### src/include/clock_output_select_pkg.sv
// How it works
// Repeat output copies the selected reference input
// Repeat output on with PLL, off when disabled
// Repeat output needs PLL pin high, no power-down
// Power-down pin always silences the repeat output
// Trigger output: retimed time mark or serializer clock
// Trigger output stays off until host enables it
// Enable, mode and divider share one control register
// Serializer source divided by the receiver divider value
// Aux outputs run from straps without any writes
// Power-down pin silences both aux outputs
// Override enable hands aux selection to mode fields
// Straps divide aux C; aux D only on/off
// Clock function beats over-range on the same output
// Aux D clock needs aux C clock enabled
// Strap codes: off/over-range, ref, ref/2, ref/4 for C
// Override codes 0..3 select aux C function
// Nonzero straps give aux D the undivided reference
// Override codes 0..3 select aux D function
// Time mark forwarded only when enabled, mode 3
// Reference dividers are counters, switching glitch-free
package clock_output_select_pkg;

	// =====================================================
	// Trigger output control register layout
	localparam int TRIG_EN_BIT = 0;
	localparam int TRIG_MODE_LSB = 1;
	localparam int TRIG_MODE_W = 2;
	localparam int TRIG_DIV_LSB = 3;
	localparam int TRIG_DIV_W = 4;
	localparam int TRIG_CTRL_W = 7;
	localparam logic [TRIG_CTRL_W-1:0] TRIG_CTRL_RESET = 7'h00;
	localparam logic [TRIG_MODE_W-1:0] TRIG_MODE_TIMESTAMP = 2'h3;

	// =====================================================
	// Aux output selection codes, straps and mode fields alike
	localparam logic [1:0] AUX_CODE_OFF = 2'h0;
	localparam logic [1:0] AUX_CODE_REF = 2'h1;
	localparam logic [1:0] AUX_CODE_DIV2 = 2'h2;
	localparam logic [1:0] AUX_CODE_DIV4 = 2'h3;

	// =====================================================
	// Reference divider, aux output count and indices, aux function codes
	localparam int REF_DIV_BITS = 2;
	localparam int AUX_COUNT = 2;
	localparam int AUX_C = 0;
	localparam int AUX_D = 1;

	typedef enum logic [4:0] {
		FN_OFF = 5'h01,
		FN_OVR = 5'h02,
		FN_REF = 5'h04,
		FN_DIV2 = 5'h08,
		FN_DIV4 = 5'h10
	} aux_fn_t;

endpackage
### src/hw/clock_output_select.sv
`timescale 1ns/1ns
module clock_output_select
	import clock_output_select_pkg::*;
#(
	parameter bit QUAD_PART = 1'b1,
	parameter int DIV_W = TRIG_DIV_W
) (
	// Clock, reset, enable
	input wire logic clk_sys,
	input wire logic nrst,
	input wire logic clkEn,
	// Reference inputs and straps
	input wire logic mainClockIn,
	input wire logic singleEndedClockIn,
	input wire logic singleEndedRefSelect,
	input wire logic synthEnablePin,
	input wire logic powerDownPin,
	input wire logic referenceRepeatEnable,
	// Trigger path
	input wire logic serializerClockIn,
	input wire logic timeMarkIn,
	input wire logic triggerCtrlWrite,
	input wire logic [TRIG_CTRL_W-1:0] triggerCtrlData,
	// Aux configuration
	input wire logic [1:0] clockConfigPins,
	input wire logic pinOverrideEnable,
	input wire logic [1:0] auxCDividerMode,
	input wire logic [1:0] auxDDividerMode,
	input wire logic overrangeEnable,
	input wire logic [AUX_COUNT-1:0] overRangeIn,
	// Clock outputs
	output logic referenceRepeatOut,
	output logic triggerClockOut,
	output logic auxOutC,
	output logic auxOutD,
	// Status
	output logic [TRIG_CTRL_W-1:0] triggerCtrlRead,
	output logic [4:0] auxCFunction,
	output logic [4:0] auxDFunction
);

	// =====================================================
	// Reference sampling
	logic selRef;
	logic refLevel_r;
	logic refPrev_r;
	logic refRise;
	logic refFall;
	logic [REF_DIV_BITS-1:0] refDiv;
	logic refWrapNext;

	// Reference taken straight from the chosen input
	assign selRef = singleEndedRefSelect ? singleEndedClockIn
		: mainClockIn;

	always_ff @(posedge clk_sys or negedge nrst) begin
		if (!nrst) begin
			refLevel_r <= 1'b0;
			refPrev_r <= 1'b0;
		end else if (clkEn) begin
			refLevel_r <= selRef;
			refPrev_r <= refLevel_r;
		end
	end

	assign refRise = refLevel_r & ~refPrev_r;
	assign refFall = ~refLevel_r & refPrev_r;

	ref_divider #(
		.DIV_BITS(REF_DIV_BITS)
	) u_refDiv (
		.clk_sys(clk_sys),
		.nrst(nrst),
		.clkEn(clkEn),
		.refRise(refRise),
		.run(~powerDownPin),
		.divOut(refDiv),
		.wrapNext(refWrapNext)
	);

	// =====================================================
	// Reference repeat output
	logic repeatOn;
	logic referenceRepeatOut_r;

	// Enable input defaults high in the device, so PLL on means repeat on
	assign repeatOn = synthEnablePin
		& referenceRepeatEnable
		& ~powerDownPin;

	always_ff @(posedge clk_sys or negedge nrst) begin
		if (!nrst) begin
			referenceRepeatOut_r <= 1'b0;
		end else if (clkEn) begin
			referenceRepeatOut_r <= repeatOn & selRef;
		end
	end

	assign referenceRepeatOut = referenceRepeatOut_r;

	// =====================================================
	// Trigger output control register
	logic [TRIG_CTRL_W-1:0] triggerCtrl_r;
	logic trigEnable;
	logic [TRIG_MODE_W-1:0] trigMode;
	logic [DIV_W-1:0] trigDiv;

	// Cleared at reset: host must write enable before anything leaves
	always_ff @(posedge clk_sys or negedge nrst) begin
		if (!nrst) begin
			triggerCtrl_r <= TRIG_CTRL_RESET;
		end else if (clkEn && triggerCtrlWrite) begin
			triggerCtrl_r <= triggerCtrlData;
		end
	end

	assign trigEnable = triggerCtrl_r[TRIG_EN_BIT];
	assign trigMode = triggerCtrl_r[TRIG_MODE_LSB +: TRIG_MODE_W];
	assign trigDiv = triggerCtrl_r[TRIG_DIV_LSB +: DIV_W];
	assign triggerCtrlRead = triggerCtrl_r;

	// =====================================================
	// Serializer clock divider
	logic serLevel_r;
	logic serPrev_r;
	logic serRise;
	logic [DIV_W-1:0] serCount_r;
	logic [DIV_W-1:0] serHigh;
	logic serDivOut_r;

	always_ff @(posedge clk_sys or negedge nrst) begin
		if (!nrst) begin
			serLevel_r <= 1'b0;
			serPrev_r <= 1'b0;
		end else if (clkEn) begin
			serLevel_r <= serializerClockIn;
			serPrev_r <= serLevel_r;
		end
	end

	assign serRise = serLevel_r & ~serPrev_r;
	// High for the first half, rounded up, of each divided period
	// One spare bit so the largest divider does not wrap to zero
	assign serHigh = DIV_W'(({1'b0, trigDiv} + 1'b1) >> 1);

	// One output period per divider-value serializer edges
	always_ff @(posedge clk_sys or negedge nrst) begin
		if (!nrst) begin
			serCount_r <= '0;
		end else if (clkEn) begin
			if (!trigEnable || trigDiv == '0) begin
				serCount_r <= '0;
			end else if (serRise) begin
				if (serCount_r >= trigDiv - 1'b1) begin
					serCount_r <= '0;
				end else begin
					serCount_r <= serCount_r + 1'b1;
				end
			end
		end
	end

	// A zero divider holds the output low rather than guessing a ratio
	always_ff @(posedge clk_sys or negedge nrst) begin
		if (!nrst) begin
			serDivOut_r <= 1'b0;
		end else if (clkEn) begin
			serDivOut_r <= (trigDiv != '0) && (serCount_r < serHigh);
		end
	end

	// =====================================================
	// Time mark retiming and trigger output mux
	logic timeMark_r;
	logic triggerClockOut_r;

	always_ff @(posedge clk_sys or negedge nrst) begin
		if (!nrst) begin
			timeMark_r <= 1'b0;
		end else if (clkEn) begin
			timeMark_r <= timeMarkIn;
		end
	end

	always_ff @(posedge clk_sys or negedge nrst) begin
		if (!nrst) begin
			triggerClockOut_r <= 1'b0;
		end else if (clkEn) begin
			if (!trigEnable) begin
				triggerClockOut_r <= 1'b0;
			end else if (trigMode == TRIG_MODE_TIMESTAMP) begin
				triggerClockOut_r <= timeMark_r;
			end else begin
				triggerClockOut_r <= serDivOut_r;
			end
		end
	end

	assign triggerClockOut = triggerClockOut_r;

	// =====================================================
	// Aux function decode
	function automatic aux_fn_t pickFn(input logic [1:0] code,
		input logic ovrAllowed);
		aux_fn_t fn;
		case (code)
			AUX_CODE_REF: fn = FN_REF;
			AUX_CODE_DIV2: fn = FN_DIV2;
			AUX_CODE_DIV4: fn = FN_DIV4;
			// Over-range only where no clock function is chosen
			AUX_CODE_OFF: fn = ovrAllowed ? FN_OVR : FN_OFF;
			default: fn = FN_OFF;
		endcase
		return fn;
	endfunction

	logic [1:0] auxCode [AUX_COUNT];
	logic ovrAllowed;
	logic auxCClockOn;

	assign ovrAllowed = overrangeEnable & QUAD_PART;
	assign auxCClockOn = (auxCDividerMode != AUX_CODE_OFF);

	always_comb begin
		auxCode[AUX_C] = AUX_CODE_OFF;
		auxCode[AUX_D] = AUX_CODE_OFF;
		if (pinOverrideEnable) begin
			auxCode[AUX_C] = auxCDividerMode;
			// Aux D clock rides on aux C clock being enabled
			auxCode[AUX_D] = auxCClockOn ? auxDDividerMode
				: AUX_CODE_OFF;
		end else begin
			auxCode[AUX_C] = clockConfigPins;
			// Straps give aux D on or off, never a ratio
			auxCode[AUX_D] = (clockConfigPins != AUX_CODE_OFF)
				? AUX_CODE_REF : AUX_CODE_OFF;
		end
	end

	// =====================================================
	// Per-output selection and drive
	aux_fn_t curFn_r [AUX_COUNT];
	logic [AUX_COUNT-1:0] auxOut_r;

	genvar g;
	generate
		for (g = 0; g < AUX_COUNT; g++) begin : gAux
			aux_fn_t wantFn;
			logic curIsClk;
			logic wantIsClk;
			logic switchOk;
			logic srcLevel;

			assign wantFn = pickFn(auxCode[g], ovrAllowed);
			assign curIsClk = (curFn_r[g] == FN_REF)
				|| (curFn_r[g] == FN_DIV2) || (curFn_r[g] == FN_DIV4);
			assign wantIsClk = (wantFn == FN_REF)
				|| (wantFn == FN_DIV2) || (wantFn == FN_DIV4);
			// Swap clocks only when every source is about to sit low,
			// so no runt pulse escapes; non-clock swaps are immediate
			assign switchOk = (!curIsClk && !wantIsClk)
				|| (refFall && refWrapNext);

			// Straps are live from reset, no write is needed
			always_ff @(posedge clk_sys or negedge nrst) begin
				if (!nrst) begin
					curFn_r[g] <= FN_OFF;
				end else if (clkEn) begin
					if (powerDownPin) begin
						curFn_r[g] <= FN_OFF;
					end else if (wantFn != curFn_r[g] && switchOk) begin
						curFn_r[g] <= wantFn;
					end
				end
			end

			always_comb begin
				case (curFn_r[g])
					FN_REF: srcLevel = refLevel_r;
					FN_DIV2: srcLevel = refDiv[0];
					FN_DIV4: srcLevel = refDiv[1];
					FN_OVR: srcLevel = overRangeIn[g];
					FN_OFF: srcLevel = 1'b0;
					default: srcLevel = 1'b0;
				endcase
			end

			// Power-down drops the pin at once, not at a clock boundary
			always_ff @(posedge clk_sys or negedge nrst) begin
				if (!nrst) begin
					auxOut_r[g] <= 1'b0;
				end else if (clkEn) begin
					auxOut_r[g] <= srcLevel & ~powerDownPin;
				end
			end
		end
	endgenerate

	assign auxOutC = auxOut_r[AUX_C];
	assign auxOutD = auxOut_r[AUX_D];
	assign auxCFunction = curFn_r[AUX_C];
	assign auxDFunction = curFn_r[AUX_D];

endmodule

### src/hw/ref_divider.sv
`timescale 1ns/1ns
module ref_divider
	import clock_output_select_pkg::*;
#(
	parameter int DIV_BITS = REF_DIV_BITS
) (
	// Clock and reset
	input wire logic clk_sys,
	input wire logic nrst,
	input wire logic clkEn,
	// Reference edge and run control
	input wire logic refRise,
	input wire logic run,
	// Divided copies, bit k is reference / 2^(k+1)
	output logic [DIV_BITS-1:0] divOut,
	output logic wrapNext
);

	logic [DIV_BITS-1:0] count_r;

	// =====================================================
	// Synchronous ripple-free counter
	// One counter for all ratios keeps the divided clocks in phase
	always_ff @(posedge clk_sys or negedge nrst) begin
		if (!nrst) begin
			count_r <= '0;
		end else if (clkEn) begin
			if (!run) begin
				count_r <= '0;
			end else if (refRise) begin
				count_r <= count_r + 1'b1;
			end
		end
	end

	assign divOut = count_r;
	assign wrapNext = (count_r == '0);

endmodule

### config.mk
export PLATFORM = sky130hd
export DESIGN_NAME = clock_output_select
export DESIGN_NICKNAME = d
export VERILOG_FILES = /design/src/include/clock_output_select_pkg.sv /design/src/hw/clock_output_select.sv /design/src/hw/ref_divider.sv
export SDC_FILE = /design/constraint.sdc
export NUM_CORES = 1
export LEC_CHECK = 0
export ABC_CLOCK_PERIOD_IN_PS = 2850
export BUFFER_PORTS_ARGS = -buffer_cell sky130_fd_sc_hd__buf_2
export CORE_MARGIN = 2
export CORE_UTILIZATION = 35
export CTS_BUF_LIST = sky130_fd_sc_hd__clkbuf_2 sky130_fd_sc_hd__clkbuf_4 sky130_fd_sc_hd__clkbuf_8
export DETAILED_ROUTE_END_ITERATION = 8
export HOLD_SLACK_MARGIN = 0.08
export PLACE_DENSITY = 0.62
export SYNTH_ARGS = -nofsm -noshare
export SYNTH_HDL_FRONTEND = slang
export SYNTH_SLANG_ARGS = --single-unit
### constraint.sdc
create_clock -name clk_sys -period 2.85 [get_ports clk_sys]
set_input_delay 0.57 -clock clk_sys [delete_from_list [all_inputs] [get_ports clk_sys]]
set_output_delay 0.57 -clock clk_sys [all_outputs]
set_load 0.03 [all_outputs]
# Yosys cells after proc, flatten, opt, wreduce, memory -nomap -nowiden
# Index checks and enable logic that the tools add are counted.
# Widths: inputs -> output; s select.
[totals] regBits=33 output_inout_bits=21
[classes] n_addsub=4 n_lt_le_gt_ge=2 n_eq_ne=23 muxes=20 bitwise_logic=12 reduce_logical=38
[ops] operator="$pmux 5 s4" n=2
[ops] operator="$eq 5x3->1 const B" n=4
[ops] operator="$eq 5x4->1 const B" n=4
[ops] operator="$eq 5x5->1 const B" n=4
[ops] operator="$mux 5" n=4
[ops] operator="$mux 4" n=4
[ops] operator="$reduce_bool 2->1" n=6
[ops] operator="$logic_or 1x1->1" n=11
[ops] operator="$eq 2x2->1 const B" n=5
[ops] operator="$eq 5x2->1 const B" n=2
[ops] operator="$ne 5x5->1" n=2
[ops] operator="$and 1x1->1" n=8
[ops] operator="$mux 2" n=4
[ops] operator="$pmux 1 s4" n=2
[ops] operator="$reduce_and 2->1" n=4
[ops] operator="$logic_and 1x1->1" n=7
[ops] operator="$logic_not 2->1" n=3
[ops] operator="$add 4x1->5 const B" n=1
[ops] operator="$logic_not 1->1" n=5
[ops] operator="$add 4x1->4 const B" n=1
[ops] operator="$eq 2x1->1 const B" n=2
[ops] operator="$ge 4x4->1" n=1
[ops] operator="$logic_not 4->1" n=1
[ops] operator="$lt 4x4->1" n=1
[ops] operator="other kinds (5)" n=11

# Depth between registers and ports, before layout
# Gate-level depths: netlist (run 1).
[depth] ltp_word=14 mapped_depth=9 depth_no_buf=9

# Cells and area by module
# Synthesis (run 1) repeated with hierarchy kept, for this count alone.
[hier_totals] cells_unflattened=238 hier_area_um2=2280.9
[by_module_without_submodules] module="clock_output_select" instances=1 cells_per_inst=225 area_each_um2=2159.6 seq_area_each_um2=778.2
[by_module_without_submodules] module="ref_divider" instances=1 cells_per_inst=13 area_each_um2=121.4 seq_area_each_um2=50.0

# Least setup slack after synthesis (run 1)
# OpenSTA, ideal clock, no wires.
[synth_path] kind="input port to flip-flop" start="in pinOverrideEnable" end="reg curFn_r (netlist bit auxCFunction[1])" setup_ns=0.083 t_arrival_ns=2.491 t_required_ns=2.767 path_slack_ns=0.276 stages=9 path_buffers=0 path_cell_list="mux2i_1 > inv_1 > ha_1 > nand3b_1 > a211oi_1 > a31oi_1 > o221ai_2 > mux2_2 > o22ai_1"
[synth_between] elab_chain_len=12
[synth_rtl] item="start: declaration" line_no="clock_output_select.sv:26" rtl="input wire logic pinOverrideEnable,"
[synth_rtl] item="$mux 4 (*)" line_no="clock_output_select.sv:227" rtl="if (pinOverrideEnable) begin"
[synth_rtl] item="$eq 2x2->1 (tied with other cells)" line_no="clock_output_select.sv:206" rtl="case (code)"
[synth_rtl] item="$pmux 5 s4 (*)" line_no="clock_output_select.sv:206"
[synth_rtl] item="$eq 5x3->1 or $eq 5x4->1 (tied branches)" line_no="clock_output_select.sv:257, clock_output_select.sv:258"
[synth_rtl] item="$logic_or 1x1->1 (2 in a row)" line_no="clock_output_select.sv:258" rtl="|| (wantFn == FN_DIV2) || (wantFn == FN_DIV4);"
[synth_rtl] item="$logic_not 1->1" line_no="clock_output_select.sv:261" rtl="assign switchOk = (!curIsClk && !wantIsClk)"
[synth_rtl] item="$logic_and 1x1->1" line_no="clock_output_select.sv:261"
[synth_rtl] item="$logic_or 1x1->1" line_no="clock_output_select.sv:262" rtl="|| (refFall && refWrapNext);"
[synth_rtl] item="$logic_and 1x1->1" line_no="clock_output_select.sv:271" rtl="end else if (wantFn != curFn_r[g] && switchOk) begin"
[synth_rtl] item="$reduce_bool 2->1 (no source line)"
[synth_rtl] item="$reduce_and 2->1 (no source line)"
[synth_rtl] item="end signal: indexed assignment" line_no="clock_output_select.sv:272" rtl="curFn_r[g] <= wantFn;"
[synth_rtl] item="end: declaration" line_no="clock_output_select.sv:242" rtl="aux_fn_t curFn_r [AUX_COUNT];"
# Every way passes the cells marked *; elsewhere a longest branch is shown, timed or not. The select of a mux whose other input is x is not followed.
# A chain may end at the register's enable or synchronous reset.

# Final worst setup path (run 1)
[layout_path] start="in pinOverrideEnable" end="reg curFn_r (netlist bit auxCFunction[3])"
# The elaborated chain is that of the path after synthesis.

==> flow_metrics.py, run 1 <==
metrics = {
    "sta": {
        "fmax_mhz": 405.2,
        "grt_setup_unrepaired": "false",
        "relSlewSlack_pct": 50.06,
        "min_period_ns": 2.468,
        "finalMaxSlewViolations": 0,
        "fin_skew_ns": 0.006332,
        "finalSetupViolCount": 0,
        "hold_slack_ns": 0.3560,
        "finalCritPeriodShare_pct": 86.59,
        "setup_slack_ns": 0.3821,
        "worst_slew_pin_slew_ns": 0.7491,
        "fin_setup_tns_ns": 0,
        "hold_violations": 0,
    },
    "power_and_ir_drop": {
        "leakage_nw": 1.256,
        "peakVddDrop_v": 0.0002724,
        "p_per_area_nw_per_um2": 615.6,
    },
    "critical_path": {
        "cp_cell_sequence": "buf_2, mux2i_1, inv_1, ha_1, nand3b_1, a211oi_1, a31oi_1, o221ai_2, buf_4, mux2i_1, o22ai_1",
        "cp_max_fo": 6,
        "worstSetupEndpointType": "register",
        "max_stage_delay_ns": 0.28,
        "timing.rr.end": "serCount_r[3]$_DFFE_PN0P_",
        "rr_worst_depth": 7,
        "timing.rr.start": "triggerCtrlRead[5]$_DFFE_PN0P_",
        "critical_path.top_delay_family": "compound AO/OA/AOI/OAI gates",
        "r2r_slack_ns": 0.53,
        "arrival_ns": 2.62,
        "crit_buf_inv": 3,
        "required_ns": 3.00,
        "critPathSlowestCell": "ha_1",
        "timing_worst_setup_path_type": "input pin to register",
        "critPathLaunchType": "input pin",
        "crit_top_cell": "mux2i_1",
    },
    "synthesis": {
        "ys_ff_latch": 33,
        "synth_top_cell_by_area": "dfrtp_1",
        "async_flop_share_pct": 100.0,
        "seq_area_frac_synth_pct": 36.94,
        "yosysMostFrequentCell": "dfrtp_1",
        "synth_edf_count": 0,
        "yosys_warnings": 0,
        "synth_top_cells_by_count": "31 x dfrtp_1, 24 x inv_1, 16 x ha_1",
        "synthCells": 238,
        "syn_avg_cell_area_um2": 9.421,
        "ys.flop_type": "dfrtp_1",
        "yosysUniqueCellTypes": 53,
        "synth_nets": 283,
        "synth_top_area_share_pct": 34.60,
        "syn-cell-area_um2": 2242,
        "synthTopCellsByArea": "dfrtp_1 35%, ha_1 8.9%, mux2_2 6.0%, mux2i_1 4.0%, inv_1 4.0%",
    },
    "placed_design": {
        "gp_congestion": 0.8512,
        "dpl.hpwl_mm": 3.869,
        "port-buffer-count": 49,
        "place_ws_ns": 0.1088,
    },
    "route": {
        "final_antenna_net_count": 0,
        "wl_per_cell_um": 14.08,
        "route.met2.wl_mm": 2.387,
        "firstDrtPassIters": 4,
        "top_layer_used": "met4",
        "wl_mm": 5.138,
        "drc": 0,
        "drt_iter0_markers": 100,
        "dr_wl_met3_um": 299,
        "met1_length_mm": 2.379,
        "vias_per_cell": 5.356,
        "vias": 1955,
    },
    "layout": {
        "diodes": 0,
        "drive_above_1_share_pct": 26.74,
        "fin_nets": 333,
        "area_growth_syn_to_layout_pct": 17.97,
    },
    "clocking": {
        "insertion_delay_ns": 0.28,
        "cts_tree": "yes",
        "ctsHtreeMaxLevel": 2,
        "clock_path_buffers": 2,
        "clkTransAtPathRegs_ns": 0.07,
        "cts_buffers": 5,
        "postCtsSetupBuffers": 0,
        "post_cts_resized": 0,
        "cts_hold_buf": 0,
        "cts.sinks": 33,
        "cts-root-buf": "clkbuf_8",
    },
    "global_routing": {
        "first_global_vias": 1834,
        "grt.overflow.total": 0,
        "grt_max_degree": 34,
        "grt_pass1_wl_mm": 8.459,
        "antenna_found_initial": 0,
        "track_usage_pct": 14.55,
    },
    "floorplanning": {
        "initial_core_util_pct": 35.72,
        "dieWidth_um": 84.04,
        "die-height_um": 84.04,
        "num_rows": 29,
        "io-pin-count": 50,
        "fp.coreArea_um2": 6277,
        "die_area_um2": 7063,
    },
    "outcome": {
        "outcome": "completed",
    },
    "worst_hold_path": {
        "hp-class": "input pin to async pin",
    },
    "job": {
        "drv_cap": 0,
    },
}
-- sequential cells by signal (all words and copies together), names as in the netlist, 2 cells and up --
register         cells
serCount_r           4
auxDFunction         5
auxCFunction         5
triggerCtrlRead      7
u_refDiv.divOut      2
-- routing by layer --
| layer | vias to the layer above | GRT usage [%] |
|---|---|---|
| met3 | 7 | 3.363 |
| met5 | - | 0 |
| met2 | 55 | 23.59 |
| met4 | 0 | 4.545 |
| li1 | 966 | - |
| met1 | 927 | 19.20 |
-- cell families (layout without fill, tap and decap cells) --
| family | count (synthesis) | in the layout | synth area share [%] |
|---|---|---|---|
| AO/OA/AOI/OAI | 67 | 67 | 20.87 |
| XOR/XNOR | 9 | 9 | 3.516 |
| adder cells (fa/ha/maj) | 16 | 16 | 8.928 |
| buffers and inverters | 33 | 83 | 5.915 |
| flip-flops | 33 | 33 | 36.94 |
| multiplexers | 21 | 21 | 10.04 |
| AND/OR/NAND/NOR | 59 | 59 | 13.78 |
-- layout by cell type, fill, tap and decap left out, drive strengths merged, types with 2 or more instances in the layout --
cell type   n
a22o        2
and3        2
buf        52
mux2       12
xor2        2
nor2       13
a2bb2oi     3
nor3b       2
o22ai      11
a21oi      10
nor3        3
nand2      14
xnor2       7
o221ai      2
ha         16
clkbuf      6
nand3       8
nand2b      2
a211oi      5
nand4       3
and4        2
dfrtp      31
inv        24
a31oi       5
mux2i       9
o32ai       3
a21o        4
o21a        2
o21ai      10
dfstp       2
nor2b       3
-- worst reg2reg max path, cell delays in order, from the launching register on --
cell and delay (ns):
dfrtp_1 0.48, nor3_1 0.31, xnor2_1 0.11, ha_1 0.19, or4_1 0.52, a21oi_1 0.36
a21o_1 0.17, a22o_1 0.11
-- where the power goes --
| part | switching [mW] | internal (mW) |
|---|---|---|
| registers | 0.119 | 0.550 |
| logic | 0.358 | 0.268 |
| clock network | 0.157 | 0.175 |
-- how the worst max path moves through the flow --
stage                                  endpoint  depth (start not counted)         startpoint  slack (ns)
finish              auxCFunction[3]$_DFFE_PN0P_                         11  pinOverrideEnable        0.38
global route        auxCFunction[3]$_DFFE_PN0P_                         11  pinOverrideEnable        0.26
CTS                 auxCFunction[4]$_DFFE_PN0P_                         11  pinOverrideEnable        0.41
detailed placement  auxCFunction[4]$_DFFE_PN0P_                         11  pinOverrideEnable        0.11
global placement    auxCFunction[3]$_DFFE_PN0P_                         11  pinOverrideEnable        0.22
floorplan           auxCFunction[1]$_DFFE_PN0P_                          9  pinOverrideEnable        0.28
-- area by class of cell --
cell class / count / area, um^2
fill: 650 / 3632
multi-input combinational: 172 / 1281
sequential: 33 / 828.3
timing repair buffer: 52 / 267.8
tap: 77 / 96.34
inverter: 24 / 90.09
clock buffer: 6 / 76.32
clock inverter: 1 / 5.005
-- metrics by stage --
step	power, mW	cell area (um^2)	std cells	util [%]
floorplan	1.129	2242	238	-
global placement	1.296	2564	358	40.84
detailed placement	1.308	2564	358	40.84
CTS	1.657	2645	365	42.14
global route	1.756	2645	365	42.14
finish	1.628	2645	365	42.14
No activity file was read; power rests on OpenSTA's default activity.
==> run 2, diff against run 1 <==
--- a/config.mk
+++ b/config.mk
@@ -5,14 +5,15 @@
 export SDC_FILE = /design/constraint.sdc
 export NUM_CORES = 1
 export LEC_CHECK = 0
-export ABC_CLOCK_PERIOD_IN_PS = 2850
+export ABC_CLOCK_PERIOD_IN_PS = 2200
 export BUFFER_PORTS_ARGS = -buffer_cell sky130_fd_sc_hd__buf_2
 export CORE_MARGIN = 2
 export CORE_UTILIZATION = 35
 export CTS_BUF_LIST = sky130_fd_sc_hd__clkbuf_2 sky130_fd_sc_hd__clkbuf_4 sky130_fd_sc_hd__clkbuf_8
 export DETAILED_ROUTE_END_ITERATION = 8
 export HOLD_SLACK_MARGIN = 0.08
-export PLACE_DENSITY = 0.62
+export PLACE_DENSITY = 0.64
+export RECOVER_POWER = 25
 export SYNTH_ARGS = -nofsm -noshare
 export SYNTH_HDL_FRONTEND = slang
 export SYNTH_SLANG_ARGS = --single-unit
==> constraint.sdc (replaced) <==
create_clock -name clk_sys -period 2.2 [get_ports clk_sys]
set_input_delay 0.44 -clock clk_sys [delete_from_list [all_inputs] [get_ports clk_sys]]
set_output_delay 0.44 -clock clk_sys [all_outputs]
set_load 0.03 [all_outputs]
==> flow_metrics.py, run 2 (synthesis gave the netlist of run 1 again) <==
metrics = {
    "layout": {
        "diodes": 0,
        "fin_nets": 353,
        "final_cell_area_um2": 2915,
        "area_growth_syn_to_layout_pct": 30.02,
        "layout_commonest_cell": "buf_2",
        "drive_above_1_share_pct": 36.25,
        "largest_reg_flops": 7,
        "fin_cells": 386,
        "final_cell_mix": "47 x buf_2, 30 x dfrtp_1, 23 x inv_1, 23 x buf_4",
        "final_util_pct": 46.44,
    },
    "clocking": {
        "cts-root-buf": "clkbuf_8",
        "cts_buffers": 5,
        "cts.sinks": 33,
        "ctsHtreeMaxLevel": 2,
        "insertion_delay_ns": 0.28,
        "clkTransAtPathRegs_ns": 0.07,
        "clock_path_buffers": 2,
        "cts_hold_buf": 0,
        "cts_tree": "yes",
    },
    "critical_path": {
        "worstSetupEndpointType": "register",
        "cp_max_fo": 4,
        "crit_start": "pinOverrideEnable",
        "timing_worst_setup_path_type": "input pin to register",
        "required_ns": 2.36,
        "critPathLaunchType": "input pin",
        "timing.rr.start": "triggerCtrlRead[3]$_DFFE_PN0P_",
        "arrival_ns": 2.29,
    },
    "floorplanning": {
        "die_area_um2": 7063,
        "initial_core_util_pct": 35.72,
        "die-height_um": 84.04,
        "fp.coreArea_um2": 6277,
        "num_rows": 29,
        "dieWidth_um": 84.04,
        "io-pin-count": 50,
    },
    "placed_design": {
        "dpl.hpwl_mm": 4.146,
        "port-buffer-count": 49,
        "dpl_cell_area_um2": 2735,
        "place_ws_ns": -0.2548,
        "dp_cells": 376,
        "gp_congestion": 0.8034,
    },
    "route": {
        "drt_iter0_markers": 125,
        "final_antenna_net_count": 0,
        "firstDrtPassIters": 4,
        "vias_per_cell": 5.378,
        "wl_mm": 5.536,
        "drc": 0,
        "vias": 2076,
        "wl_per_cell_um": 14.34,
    },
    "power_and_ir_drop": {
        "peakVddDrop_v": 0.0004168,
        "p_total_mw": 2.264,
        "leakage_nw": 1.373,
        "p_per_area_nw_per_um2": 776.7,
    },
    "global_routing": {
        "antenna_found_initial": 0,
        "grt_pass1_wl_mm": 8.825,
        "grt_max_degree": 34,
        "first_global_vias": 1856,
        "track_usage_pct": 15.38,
        "grt.overflow.total": 0,
    },
    "outcome": {
        "outcome": "completed",
    },
    "sta": {
        "hold_slack_ns": 0.2162,
        "fin_setup_tns_ns": 0,
        "finalMaxSlewViolations": 0,
        "setup_slack_ns": 0.06632,
        "finalSetupViolCount": 0,
        "fin_skew_ns": 0.006118,
        "fmax_mhz": 468.7,
        "min_period_ns": 2.134,
        "worst_slew_pin_slew_ns": 0.7368,
        "hold_violations": 0,
        "finalCritPeriodShare_pct": 96.99,
        "relSlewSlack_pct": 50.88,
    },
    "worst_hold_path": {
        "hp-class": "input pin to async pin",
    },
    "job": {
        "drv_cap": 0,
    },
}
## run 2: final timing paths
kind | endpoint | cells after the start | slack (ns)
max | auxCFunction[3]$_DFFE_PN0P_ | 11 | 0.07
max reg2reg | serCount_r[3]$_DFFE_PN0P_ | 8 | 0.14
min | triggerCtrlRead[6]$_DFFE_PN0P_ | 1 | 0.22
min in group clk_sys | triggerCtrlRead[4]$_DFFE_PN0P_ | 2 | 0.39
min reg2reg | u_refDiv.divOut[0]$_DFFE_PN0P_ | 2 | 0.49
max in group asynchronous | triggerCtrlRead[4]$_DFFE_PN0P_ | 1 | 1.48
## run 2: layer usage
layer  vias up  GRT usage (%)  routed length [um]
met4         0          5.132                  86
met1       976          20.41                2478
met2        79          25.11                2631
met3        10          2.967                 339
met5         -              0                   0
li1       1011              -                   -
## run 2: critical path, cell delays in order
cell and delay (ns):
buf_6 0.10, mux2i_4 0.26, inv_2 0.10, ha_4 0.18, nand3b_1 0.18, a211oi_2 0.22
a31oi_1 0.07, o221ai_2 0.26, buf_4 0.19, mux2i_1 0.18, o22ai_1 0.10
## run 2: layout make-up
type                       count  area, um^2
fill                         607        3362
tap                           77       96.34
clock inverter                 2       10.01
multi-input combinational    172        1390
clock buffer                   6       76.32
timing repair buffer          72       422.9
sequential                    33       829.5
inverter                      24       90.09
## run 2: what timing repair did
item | in CTS | in global routing
setup buffers | 0 | 2
setup endpoints to repair | 0 | 7
gates resized for setup | 0 | 16
## run 2: power breakdown
group | internal (mW) | leakage, nW | switching [mW]
clock | 0.231 | 0.0484 | 0.218
combinational | 0.428 | 0.910 | 0.529
sequential | 0.713 | 0.415 | 0.144
